`config.mk`:
```
export PLATFORM = sky130hd
export DESIGN_NAME = high_side_switch_control
export DESIGN_NICKNAME = d
export VERILOG_FILES = /design/src/design/hs_switch_pkg.sv /design/src/design/high_side_switch_control.sv /design/src/design/pwm_gen.sv /design/src/design/oc_filter.sv
export SDC_FILE = /design/constraint.sdc
export NUM_CORES = 1
export LEC_CHECK = 0
export ABC_AREA = 1
export BUFFER_PORTS_ARGS = -buffer_cell sky130_fd_sc_hd__buf_2
export CAP_MARGIN = 10
export CORE_ASPECT_RATIO = 0.5
export CORE_MARGIN = 2
export CORE_UTILIZATION = 35
export DETAILED_ROUTE_END_ITERATION = 8
export HOLD_SLACK_MARGIN = 0.1
export SETUP_SLACK_MARGIN = 0.5
export SYNTH_ARGS = -nofsm -noshare
export SYNTH_HDL_FRONTEND = slang
export SYNTH_SLANG_ARGS = --single-unit
```
`constraint.sdc`:
```
create_clock -name clk -period 5.1 [get_ports clk]
set_clock_uncertainty 0.2 [all_clocks]
set_input_delay 0.51 -clock clk [delete_from_list [all_inputs] [get_ports clk]]
set_output_delay 0.51 -clock clk [all_outputs]
set_load 0.05 [all_outputs]
```
`src/design/hs_switch_pkg.sv`:
```
// Operation
// - Output sources: direct code, timer, PWM
// - Stop/sleep keep configuration, ignore configuration writes
// - Restart or fail-safe disables all outputs
// - Host re-enables outputs after failure clears
// - Over-voltage forces outputs off unless disabled
// - Under-voltage forces outputs off unless disabled
// - Recovery bit set: return to programmed state
// - Recovery bit clear: stay off, clear codes
// - Supply fault sets only its own flag
// - Filtered over-current switches output off
// - Over-current filter time is 16 us
// - Over-current sets that output's status bit
// - Over-current resets output code to 000
// - Over-current bits stay until host clears
// - Open load checked only while on
// - Open load keeps output on, sticky bit
// - Protections stay active in stop and sleep
// - Two generators with 8-bit duty registers
// - Each generator selects 200 Hz or 400 Hz
// - Assign timer/PWM; PWM starts on write
package hs_switch_pkg;
   localparam int          NUM_OUT        = 4;
   localparam int          CLK_HZ         = 200_000_000;
   localparam int          FILTER_NS      = 16_000;
   localparam int          FILTER_CYC     = (FILTER_NS * (CLK_HZ / 1_000_000)
                                             + 999) / 1000;
   localparam int          TICK_400_CYC   = CLK_HZ / (400 * 256);
   localparam int          TICK_200_CYC   = CLK_HZ / (200 * 256);
   localparam int          TIMER_CYC      = 100_000_000;
   localparam logic [11:0] ADDR_CFG_A     = 12'h000;
   localparam logic [11:0] ADDR_CFG_B     = 12'h004;
   localparam logic [11:0] ADDR_DUTY_1    = 12'h008;
   localparam logic [11:0] ADDR_DUTY_2    = 12'h00c;
   localparam logic [11:0] ADDR_RATE      = 12'h010;
   localparam logic [11:0] ADDR_SUPPLY    = 12'h014;
   localparam logic [11:0] ADDR_OC_STAT   = 12'h018;
   localparam logic [11:0] ADDR_OL_STAT   = 12'h01c;
   localparam logic [11:0] ADDR_TIMER     = 12'h020;
   localparam int          SUP_OV_SEL_BIT = 0;
   localparam int          SUP_UV_SEL_BIT = 1;
   localparam int          SUP_REC_BIT    = 2;
   localparam int          SUP_OV_FLAG    = 8;
   localparam int          SUP_UV_FLAG    = 9;
   typedef enum logic [2:0] {
      CODE_OFF = 3'h0, CODE_ON = 3'h1, CODE_TMR1 = 3'h2, CODE_TMR2 = 3'h3,
      CODE_PWM1 = 3'h4, CODE_PWM2 = 3'h5
   } switch_code_t;
   typedef enum logic [2:0] {
      MODE_NORMAL = 3'h0, MODE_STOP = 3'h1, MODE_SLEEP = 3'h3,
      MODE_RESTART = 3'h2, MODE_FAILSAFE = 3'h6
   } chip_mode_t;
endpackage

```
`src/design/high_side_switch_control.sv`:
```
// The AHB-Lite slave port and the address map are this design's own decisions.
`timescale 1ns/100ps
module high_side_switch_control #(
   parameter int TIMER_PERIOD = hs_switch_pkg::TIMER_CYC
) (
   // Clock and reset
   input  wire logic                         clk,
   input  wire logic                         rst,
   // AHB-Lite slave
   input  wire logic                         hsel,
   input  wire logic [31:0]                  haddr,
   input  wire logic [1:0]                   htrans,
   input  wire logic                         hwrite,
   input  wire logic [2:0]                   hsize,
   input  wire logic [31:0]                  hwdata,
   input  wire logic                         hready,
   output logic [31:0]                       hrdata,
   output logic                              hreadyout,
   output logic                              hresp,
   // Chip mode
   input  wire hs_switch_pkg::chip_mode_t    chip_mode,
   // Analog sense
   input  wire logic                         supply_over,
   input  wire logic                         supply_under,
   input  wire logic [3:0]                   load_over_current,
   input  wire logic [3:0]                   load_open,
   // Switch drive
   output logic [3:0]                        switched_output
);
   import hs_switch_pkg::*;

   // ----------------------------------------------------------------
   // Registers
   // ----------------------------------------------------------------
   logic [2:0]  code [NUM_OUT];
   logic [7:0]  duty_setting_gen_1;
   logic [7:0]  duty_setting_gen_2;
   logic [1:0]  generator_rate_select;
   logic        overvoltage_shutdown_select;
   logic        undervoltage_shutdown_select;
   logic        supply_fault_recovery;
   logic        switch_supply_over_flag;
   logic        switch_supply_under_flag;
   logic [3:0]  overcurrent_status_reg;
   logic [3:0]  open_load_status_reg;
   logic [3:0]  timer_duty;

   // ----------------------------------------------------------------
   // Bus decode
   // ----------------------------------------------------------------
   logic        dp_write;
   logic        dp_read;
   logic [11:0] dp_addr;
   logic        cfg_allowed;
   logic        wr;

   assign hreadyout = 1'b1;
   assign hresp     = 1'b0;
   assign cfg_allowed = (chip_mode == MODE_NORMAL);
   assign wr = dp_write;

   always_ff @(posedge clk) begin
      if (rst) begin
         dp_write <= 1'b0;
      end else if (hready) begin
         dp_write <= hsel && htrans[1] && hwrite;
      end
   end

   always_ff @(posedge clk) begin
      if (rst) begin
         dp_read <= 1'b0;
      end else if (hready) begin
         dp_read <= hsel && htrans[1] && !hwrite;
      end
   end

   always_ff @(posedge clk) begin
      if (rst) begin
         dp_addr <= 12'h000;
      end else if (hready) begin
         dp_addr <= haddr[11:0];
      end
   end

   // ----------------------------------------------------------------
   // Supply fault handling
   // ----------------------------------------------------------------
   logic ov_active;
   logic uv_active;
   logic fault;
   logic fault_d;
   logic fault_end;
   logic mode_off;
   logic mode_off_d;

   assign ov_active = supply_over && !overvoltage_shutdown_select;
   assign uv_active = supply_under && !undervoltage_shutdown_select;
   assign fault = ov_active || uv_active;
   assign fault_end = fault_d && !fault;
   assign mode_off = (chip_mode == MODE_RESTART)
                  || (chip_mode == MODE_FAILSAFE);

   always_ff @(posedge clk) begin
      if (rst) begin
         fault_d <= 1'b0;
      end else begin
         fault_d <= fault;
      end
   end

   always_ff @(posedge clk) begin
      if (rst) begin
         mode_off_d <= 1'b0;
      end else begin
         mode_off_d <= mode_off;
      end
   end

   // ----------------------------------------------------------------
   // Timers and generators
   // ----------------------------------------------------------------
   logic [31:0] tmr_cnt;
   logic        tmr1;
   logic        tmr2;
   logic        pwm1;
   logic        pwm2;

   always_ff @(posedge clk) begin
      if (rst || tmr_cnt == 32'(TIMER_PERIOD - 1)) begin
         tmr_cnt <= 32'h0;
      end else begin
         tmr_cnt <= tmr_cnt + 32'h1;
      end
   end

   // Timer 1 on first half, timer 2 on chosen fraction of period
   assign tmr1 = tmr_cnt < 32'(TIMER_PERIOD / 2);
   assign tmr2 = tmr_cnt < 32'(TIMER_PERIOD / 16)
                         * {28'h0, timer_duty};

   pwm_gen u_pwm1 (
      .clk      (clk),
      .rst      (rst),
      .duty     (duty_setting_gen_1),
      .rate_400 (generator_rate_select[0]),
      .pwm_out  (pwm1)
   );

   pwm_gen u_pwm2 (
      .clk      (clk),
      .rst      (rst),
      .duty     (duty_setting_gen_2),
      .rate_400 (generator_rate_select[1]),
      .pwm_out  (pwm2)
   );

   // ----------------------------------------------------------------
   // Per-output logic
   // ----------------------------------------------------------------
   logic [3:0] src_on;
   logic [3:0] trip;
   logic [3:0] cfg_wr;

   genvar g;
   generate
      for (g = 0; g < NUM_OUT; g++) begin : g_out
         always_comb begin
            case (switch_code_t'(code[g]))
               CODE_ON:   src_on[g] = 1'b1;
               CODE_TMR1: src_on[g] = tmr1;
               CODE_TMR2: src_on[g] = tmr2;
               CODE_PWM1: src_on[g] = pwm1;
               CODE_PWM2: src_on[g] = pwm2;
               default:   src_on[g] = 1'b0;
            endcase
         end

         assign cfg_wr[g] = wr && cfg_allowed
                         && (dp_addr == (g < 2 ? ADDR_CFG_A : ADDR_CFG_B));

         oc_filter u_oc (
            .clk    (clk),
            .rst    (rst),
            .active (switched_output[g]),
            .over   (load_over_current[g]),
            .trip   (trip[g])
         );

         always_ff @(posedge clk) begin
            if (rst) begin
               code[g] <= CODE_OFF;
            end else if (trip[g]) begin
               code[g] <= CODE_OFF;
            end else if (fault_end && !supply_fault_recovery) begin
               code[g] <= CODE_OFF;
            end else if (mode_off && !mode_off_d) begin
               code[g] <= CODE_OFF;
            end else if (cfg_wr[g]) begin
               // Write takes effect at once
               code[g] <= hwdata[(g % 2) * 4 +: 3];
            end
         end

         always_ff @(posedge clk) begin
            if (rst) begin
               switched_output[g] <= 1'b0;
            end else begin
               // Off during fault; resumes after only with recovery bit set
               // Held off one cycle more while codes clear
               switched_output[g] <= src_on[g] && !fault && !fault_d
                                  && !mode_off && !trip[g];
            end
         end

         always_ff @(posedge clk) begin
            if (rst) begin
               overcurrent_status_reg[g] <= 1'b0;
            end else if (trip[g]) begin
               overcurrent_status_reg[g] <= 1'b1;
            end else if (wr && dp_addr == ADDR_OC_STAT && hwdata[g]) begin
               overcurrent_status_reg[g] <= 1'b0;
            end
         end

         always_ff @(posedge clk) begin
            if (rst) begin
               open_load_status_reg[g] <= 1'b0;
            end else if (switched_output[g] && load_open[g]) begin
               open_load_status_reg[g] <= 1'b1;
            end else if (wr && dp_addr == ADDR_OL_STAT && hwdata[g]) begin
               open_load_status_reg[g] <= 1'b0;
            end
         end
      end
   endgenerate

   // ----------------------------------------------------------------
   // Configuration registers
   // ----------------------------------------------------------------
   logic cfg_reg_wr;
   assign cfg_reg_wr = wr && cfg_allowed;

   always_ff @(posedge clk) begin
      if (rst) begin
         duty_setting_gen_1 <= 8'h00;
      end else if (cfg_reg_wr && dp_addr == ADDR_DUTY_1) begin
         duty_setting_gen_1 <= hwdata[7:0];
      end
   end

   always_ff @(posedge clk) begin
      if (rst) begin
         duty_setting_gen_2 <= 8'h00;
      end else if (cfg_reg_wr && dp_addr == ADDR_DUTY_2) begin
         duty_setting_gen_2 <= hwdata[7:0];
      end
   end

   always_ff @(posedge clk) begin
      if (rst) begin
         generator_rate_select <= 2'h0;
      end else if (cfg_reg_wr && dp_addr == ADDR_RATE) begin
         generator_rate_select <= hwdata[1:0];
      end
   end

   always_ff @(posedge clk) begin
      if (rst) begin
         timer_duty <= 4'h0;
      end else if (cfg_reg_wr && dp_addr == ADDR_TIMER) begin
         timer_duty <= hwdata[3:0];
      end
   end

   always_ff @(posedge clk) begin
      if (rst) begin
         overvoltage_shutdown_select <= 1'b0;
      end else if (cfg_reg_wr && dp_addr == ADDR_SUPPLY) begin
         overvoltage_shutdown_select <= hwdata[SUP_OV_SEL_BIT];
      end
   end

   always_ff @(posedge clk) begin
      if (rst) begin
         undervoltage_shutdown_select <= 1'b0;
      end else if (cfg_reg_wr && dp_addr == ADDR_SUPPLY) begin
         undervoltage_shutdown_select <= hwdata[SUP_UV_SEL_BIT];
      end
   end

   always_ff @(posedge clk) begin
      if (rst) begin
         supply_fault_recovery <= 1'b0;
      end else if (cfg_reg_wr && dp_addr == ADDR_SUPPLY) begin
         supply_fault_recovery <= hwdata[SUP_REC_BIT];
      end
   end

   // ----------------------------------------------------------------
   // Supply status flags
   // ----------------------------------------------------------------
   logic clr_sup;
   assign clr_sup = wr && dp_addr == ADDR_SUPPLY;

   always_ff @(posedge clk) begin
      if (rst) begin
         switch_supply_over_flag <= 1'b0;
      end else if (supply_over) begin
         switch_supply_over_flag <= 1'b1;
      end else if (clr_sup && hwdata[SUP_OV_FLAG]) begin
         switch_supply_over_flag <= 1'b0;
      end
   end

   always_ff @(posedge clk) begin
      if (rst) begin
         switch_supply_under_flag <= 1'b0;
      end else if (supply_under) begin
         switch_supply_under_flag <= 1'b1;
      end else if (clr_sup && hwdata[SUP_UV_FLAG]) begin
         switch_supply_under_flag <= 1'b0;
      end
   end

   // ----------------------------------------------------------------
   // Read data
   // ----------------------------------------------------------------
   logic [31:0] rd_mux;
   always_comb begin
      rd_mux = 32'h0;
      case (dp_addr)
         ADDR_CFG_A:   rd_mux = {24'h0, 1'b0, code[1], 1'b0, code[0]};
         ADDR_CFG_B:   rd_mux = {24'h0, 1'b0, code[3], 1'b0, code[2]};
         ADDR_DUTY_1:  rd_mux = {24'h0, duty_setting_gen_1};
         ADDR_DUTY_2:  rd_mux = {24'h0, duty_setting_gen_2};
         ADDR_RATE:    rd_mux = {30'h0, generator_rate_select};
         ADDR_TIMER:   rd_mux = {28'h0, timer_duty};
         ADDR_SUPPLY:  rd_mux = {22'h0, switch_supply_under_flag,
                                 switch_supply_over_flag, 5'h0,
                                 supply_fault_recovery,
                                 undervoltage_shutdown_select,
                                 overvoltage_shutdown_select};
         ADDR_OC_STAT: rd_mux = {28'h0, overcurrent_status_reg};
         ADDR_OL_STAT: rd_mux = {28'h0, open_load_status_reg};
         default:      rd_mux = 32'h0;
      endcase
   end
   assign hrdata = dp_read ? rd_mux : 32'h0;
endmodule // high_side_switch_control

```
`src/design/pwm_gen.sv`:
```
`timescale 1ns/100ps
module pwm_gen (
   // Clock and reset
   input  wire logic       clk,
   input  wire logic       rst,
   // Setting
   input  wire logic [7:0] duty,
   input  wire logic       rate_400,
   // Output
   output logic            pwm_out
);
   import hs_switch_pkg::*;
   logic [15:0] div;
   logic [7:0]  phase;
   logic        tick;
   // Per-step enable pulse
   assign tick = (div == 16'((rate_400 ? TICK_400_CYC : TICK_200_CYC) - 1));
   always_ff @(posedge clk) begin
      if (rst || tick) begin
         div <= 16'h0000;
      end else begin
         div <= div + 16'h0001;
      end
   end
   always_ff @(posedge clk) begin
      if (rst) begin
         phase <= 8'h00;
      end else if (tick) begin
         phase <= phase + 8'h01;
      end
   end
   always_ff @(posedge clk) begin
      if (rst) begin
         pwm_out <= 1'b0;
      end else begin
         pwm_out <= (phase < duty);
      end
   end
endmodule // pwm_gen

```
`src/design/oc_filter.sv`:
```
`timescale 1ns/100ps
module oc_filter (
   // Clock and reset
   input  wire logic clk,
   input  wire logic rst,
   // Sense
   input  wire logic active,
   input  wire logic over,
   // Result
   output logic      trip
);
   import hs_switch_pkg::*;
   logic [12:0] cnt;
   always_ff @(posedge clk) begin
      if (rst || !active || !over) begin
         cnt <= 13'h0000;
         trip <= 1'b0;
      end else if (cnt == 13'(FILTER_CYC)) begin
         trip <= 1'b1;
      end else begin
         cnt <= cnt + 13'h0001;
         trip <= 1'b0;
      end
   end
endmodule // oc_filter

```
==> out/results.tsv <==
metric	value	unit
top_regs	g_out.u_oc.cnt: 52 flops, tmr_cnt: 32 flops	
rsz0062_at_grt	false	
first_global_vias	9659	
fillers	3452	
viasPerCell	4.86	
p_sw_frac	0.236	
cts_sinks	205	
final_antenna_net_count	0	
clock_latency	530	ps
diodes	0	
irDropWorstVdd	0.000192	V
yosys_warnings	0	
cpMostUsedCell	nand2_1	
path_clk_slew	60	ps
cp_slowest_cell	fa_1	
final_cell_area	13400	sq um
synth_area_leaders	dfxtp_1 (33%), nand2_1 (9.6%), inv_1 (7.9%)	
synthArstFlopShare	0	
fmax	0.234	GHz
critical_path_buf_inv_count	1	
tightestPinTransition	1130	ps
tns	0	ps
num_rows	47	
die_area	35500	sq um
crit_required	5300	ps
yosys-top-cells-count	nand2_1 (302), inv_1 (249), nor2_1 (195)	
cts_buffer_depth	3	
gr-usage-all-layers	0.163	
yosys.cell_count.top_type	nand2_1	
grt-ovfl-total	0	
num_io_pins	125	
setup_violations	0	
p_leak	5.32	nW
switchingPower	0.810	mW
seqPwrFrac	0.483	
p_int	2.62	mW
grt_pass1_wl	48.0	mm
drt_first_pass_iters	6	
crit_type	flop to flop	
hold_class	input pin to flop	
synth_top_area_share	0.326	
cp-end-kind	flop	
critPathMaxStageDelay	570	ps
crit_fanout	5	
area_growth	13.3	%
drv_cap	0	
drt-total-wl	29.2	mm
powerDensity	255	nW/um^2
ys.flop_type	dfxtp_1	
largest_register_ffs	52	
largest_register	g_out.u_oc.cnt	
die_x	264	um
cts_root_buf	clkbuf_16	
crit_path_cell_trace	fa_2 > fa_1 > inv_1 > fa_2 > nand3b_1 > nand2_2 > a21boi_1 > o21ai_1 > nand2_1 > nand2_1 > xor2_1 > ha_1 > nand2_1 > nor2_2 > nand4_1 > nor3_2 > nand2_2 > nand2_2 > nand2_1 > nand2_1 > a21oi_1	
fin_crit	4270	ps
final_nets	1919	
cp_top_family	adder cells	
drv_slew	0	
synth_top_cell_by_area	dfxtp_1	
comb_power_share	0.054	
wl_per_cell	13.2	um
cts_made_buffers	22	
hpwl	21.7	mm
cts_tree	done	
critPathLaunchType	flop	
via_count	10700	
drc	0	
avgSynthCellArea	7.06	sq um
fin_crit_sh	0.837	
io_buffers	54	
htree_levels	1	
ys_seq_elements	205	
place_area	12400	sq um
status	finished clean	
drive_above_1_share	0.0678	
initial_core_util	0.357	
die_height	134	um
grt_start_max_net_pins	54	
clkPwrFrac	0.463	
gp_congestion	0.909	
arrival	4470	ps
core	33200	sq um
synthDistinctLibCells	47	
syn_inst	1681	
synth_area	11900	sq um
drtIter0Drc	756	
synth_edf_count	12	
yosysSeqAreaShare	0.356	
fin_cells	2210	
antenna_found_initial	0	
maxSlewHeadroom	0.247	
dpl.cell_count	2147	
hold_viol_final	0	
-- power groups by stage --
stage / registers [mW] / logic (mW) / clock network [mW]
2_1_floorplan: 1.69 / 0.139 / 0
3_5_place_dp: 1.69 / 0.170 / 0
6_report: 1.66 / 0.185 / 1.59
3_3_place_gp: 1.69 / 0.169 / 0
4_1_cts: 1.66 / 0.184 / 1.63
5_1_grt: 1.66 / 0.205 / 1.69
-- worst paths after layout --
kind | endpoint | cells after the start | startpoint | slack, ps
worst max-delay path | switched_output[3]$_SDFF_PP0_ | 21 | timer_duty[3]$_SDFFE_PP0P_ | 830
worst min-delay path | duty_setting_gen_2[5]$_SDFFE_PP0P_ | 3 | hwdata[5] | 110
worst max register to register | switched_output[3]$_SDFF_PP0_ | 21 | timer_duty[3]$_SDFFE_PP0P_ | 830
worst min register to register | g_out[3].u_oc.cnt[11]$_SDFFE_PP0N_ | 2 | g_out[3].u_oc.cnt[11]$_SDFFE_PP0N_ | 240
-- what timing repair did --
action,4_1_cts,5_1_grt
endpoints found under the setup margin,4,4
setup buffers,0,2
hold buffers,22,0
hold endpoints to repair,19,0
pin swaps,0,6
resized for setup,4,11
-- metrics by stage --
stage          hold WS (ps)  power, mW   util  setup WS [ps]
5_1_grt                 131       3.56  0.404            501
4_1_cts                 102       3.47  0.403            511
6_report                108       3.43  0.404            832
3_5_place_dp            242       1.86  0.375            256
3_3_place_gp            236       1.86  0.375            343
2_1_floorplan           224       1.83      -            936
-- final cells by class --
cell class | count | area [sq um] | area share
Multi-Input combinational cell | 1195 | 6480 | 0.482
Sequential cell | 205 | 4230 | 0.315
Inverter | 250 | 938 | 0.0699
Clock buffer | 36 | 694 | 0.0517
Tap cell | 441 | 552 | 0.0411
Timing Repair Buffer | 80 | 520 | 0.0387
Clock inverter | 3 | 20.0 | 0.00149
-- kinds of logic (layout without fill, tap and decap cells) --
group,after synthesis,count (layout),share of synthesized area
flops,205,205,0.356
simple gates,734,734,0.273
fa+ha+maj,78,78,0.0873
xor+xnor,48,48,0.0354
compound gates,311,311,0.140
buf+inv,303,369,0.107
other cells,2,24,0.000633
-- cell usage in the layout, fill, tap and decap left out, types with 6 or more instances in the layout --
cell | synthesis | routed
clkbuf_1 | 13 | 6
a31oi_1 | 7 | 7
o22ai_1 | 15 | 15
buf_2 | 7 | 54
nor3_1 | 50 | 49
nor2_1 | 195 | 194
nand3_1 | 101 | 101
xnor2_1 | 14 | 14
clkbuf_16 | 0 | 23
edfxtp_1 | 12 | 12
clkbuf_8 | 0 | 7
ha_1 | 70 | 70
nor4_1 | 15 | 15
o211ai_1 | 9 | 9
nand2_2 | 4 | 7
a21oi_1 | 161 | 160
fa_1 | 8 | 6
nand4_1 | 41 | 41
inv_1 | 249 | 249
o21ai_0 | 100 | 99
dlygate4sd3_1 | 0 | 22
or2_2 | 7 | 7
conb_1 | 2 | 24
dfxtp_1 | 193 | 191
nand2_1 | 302 | 299
xor2_1 | 34 | 34
-- tightest hold or removal path, stage by stage --
cell and delay [ps]:
buf_2 110, o21ai_0 80, a21oi_1 100
-- routing by layer --
metal,vias to the layer above,global-route usage,wire length (um)
li1,5645,-,-
met1,4833,0.227,14300
met5,-,0,0
met3,47,0.0233,1270
met2,213,0.263,12800
met4,0,0.0515,792
Note: power is estimated with default switching activity, not from simulation.
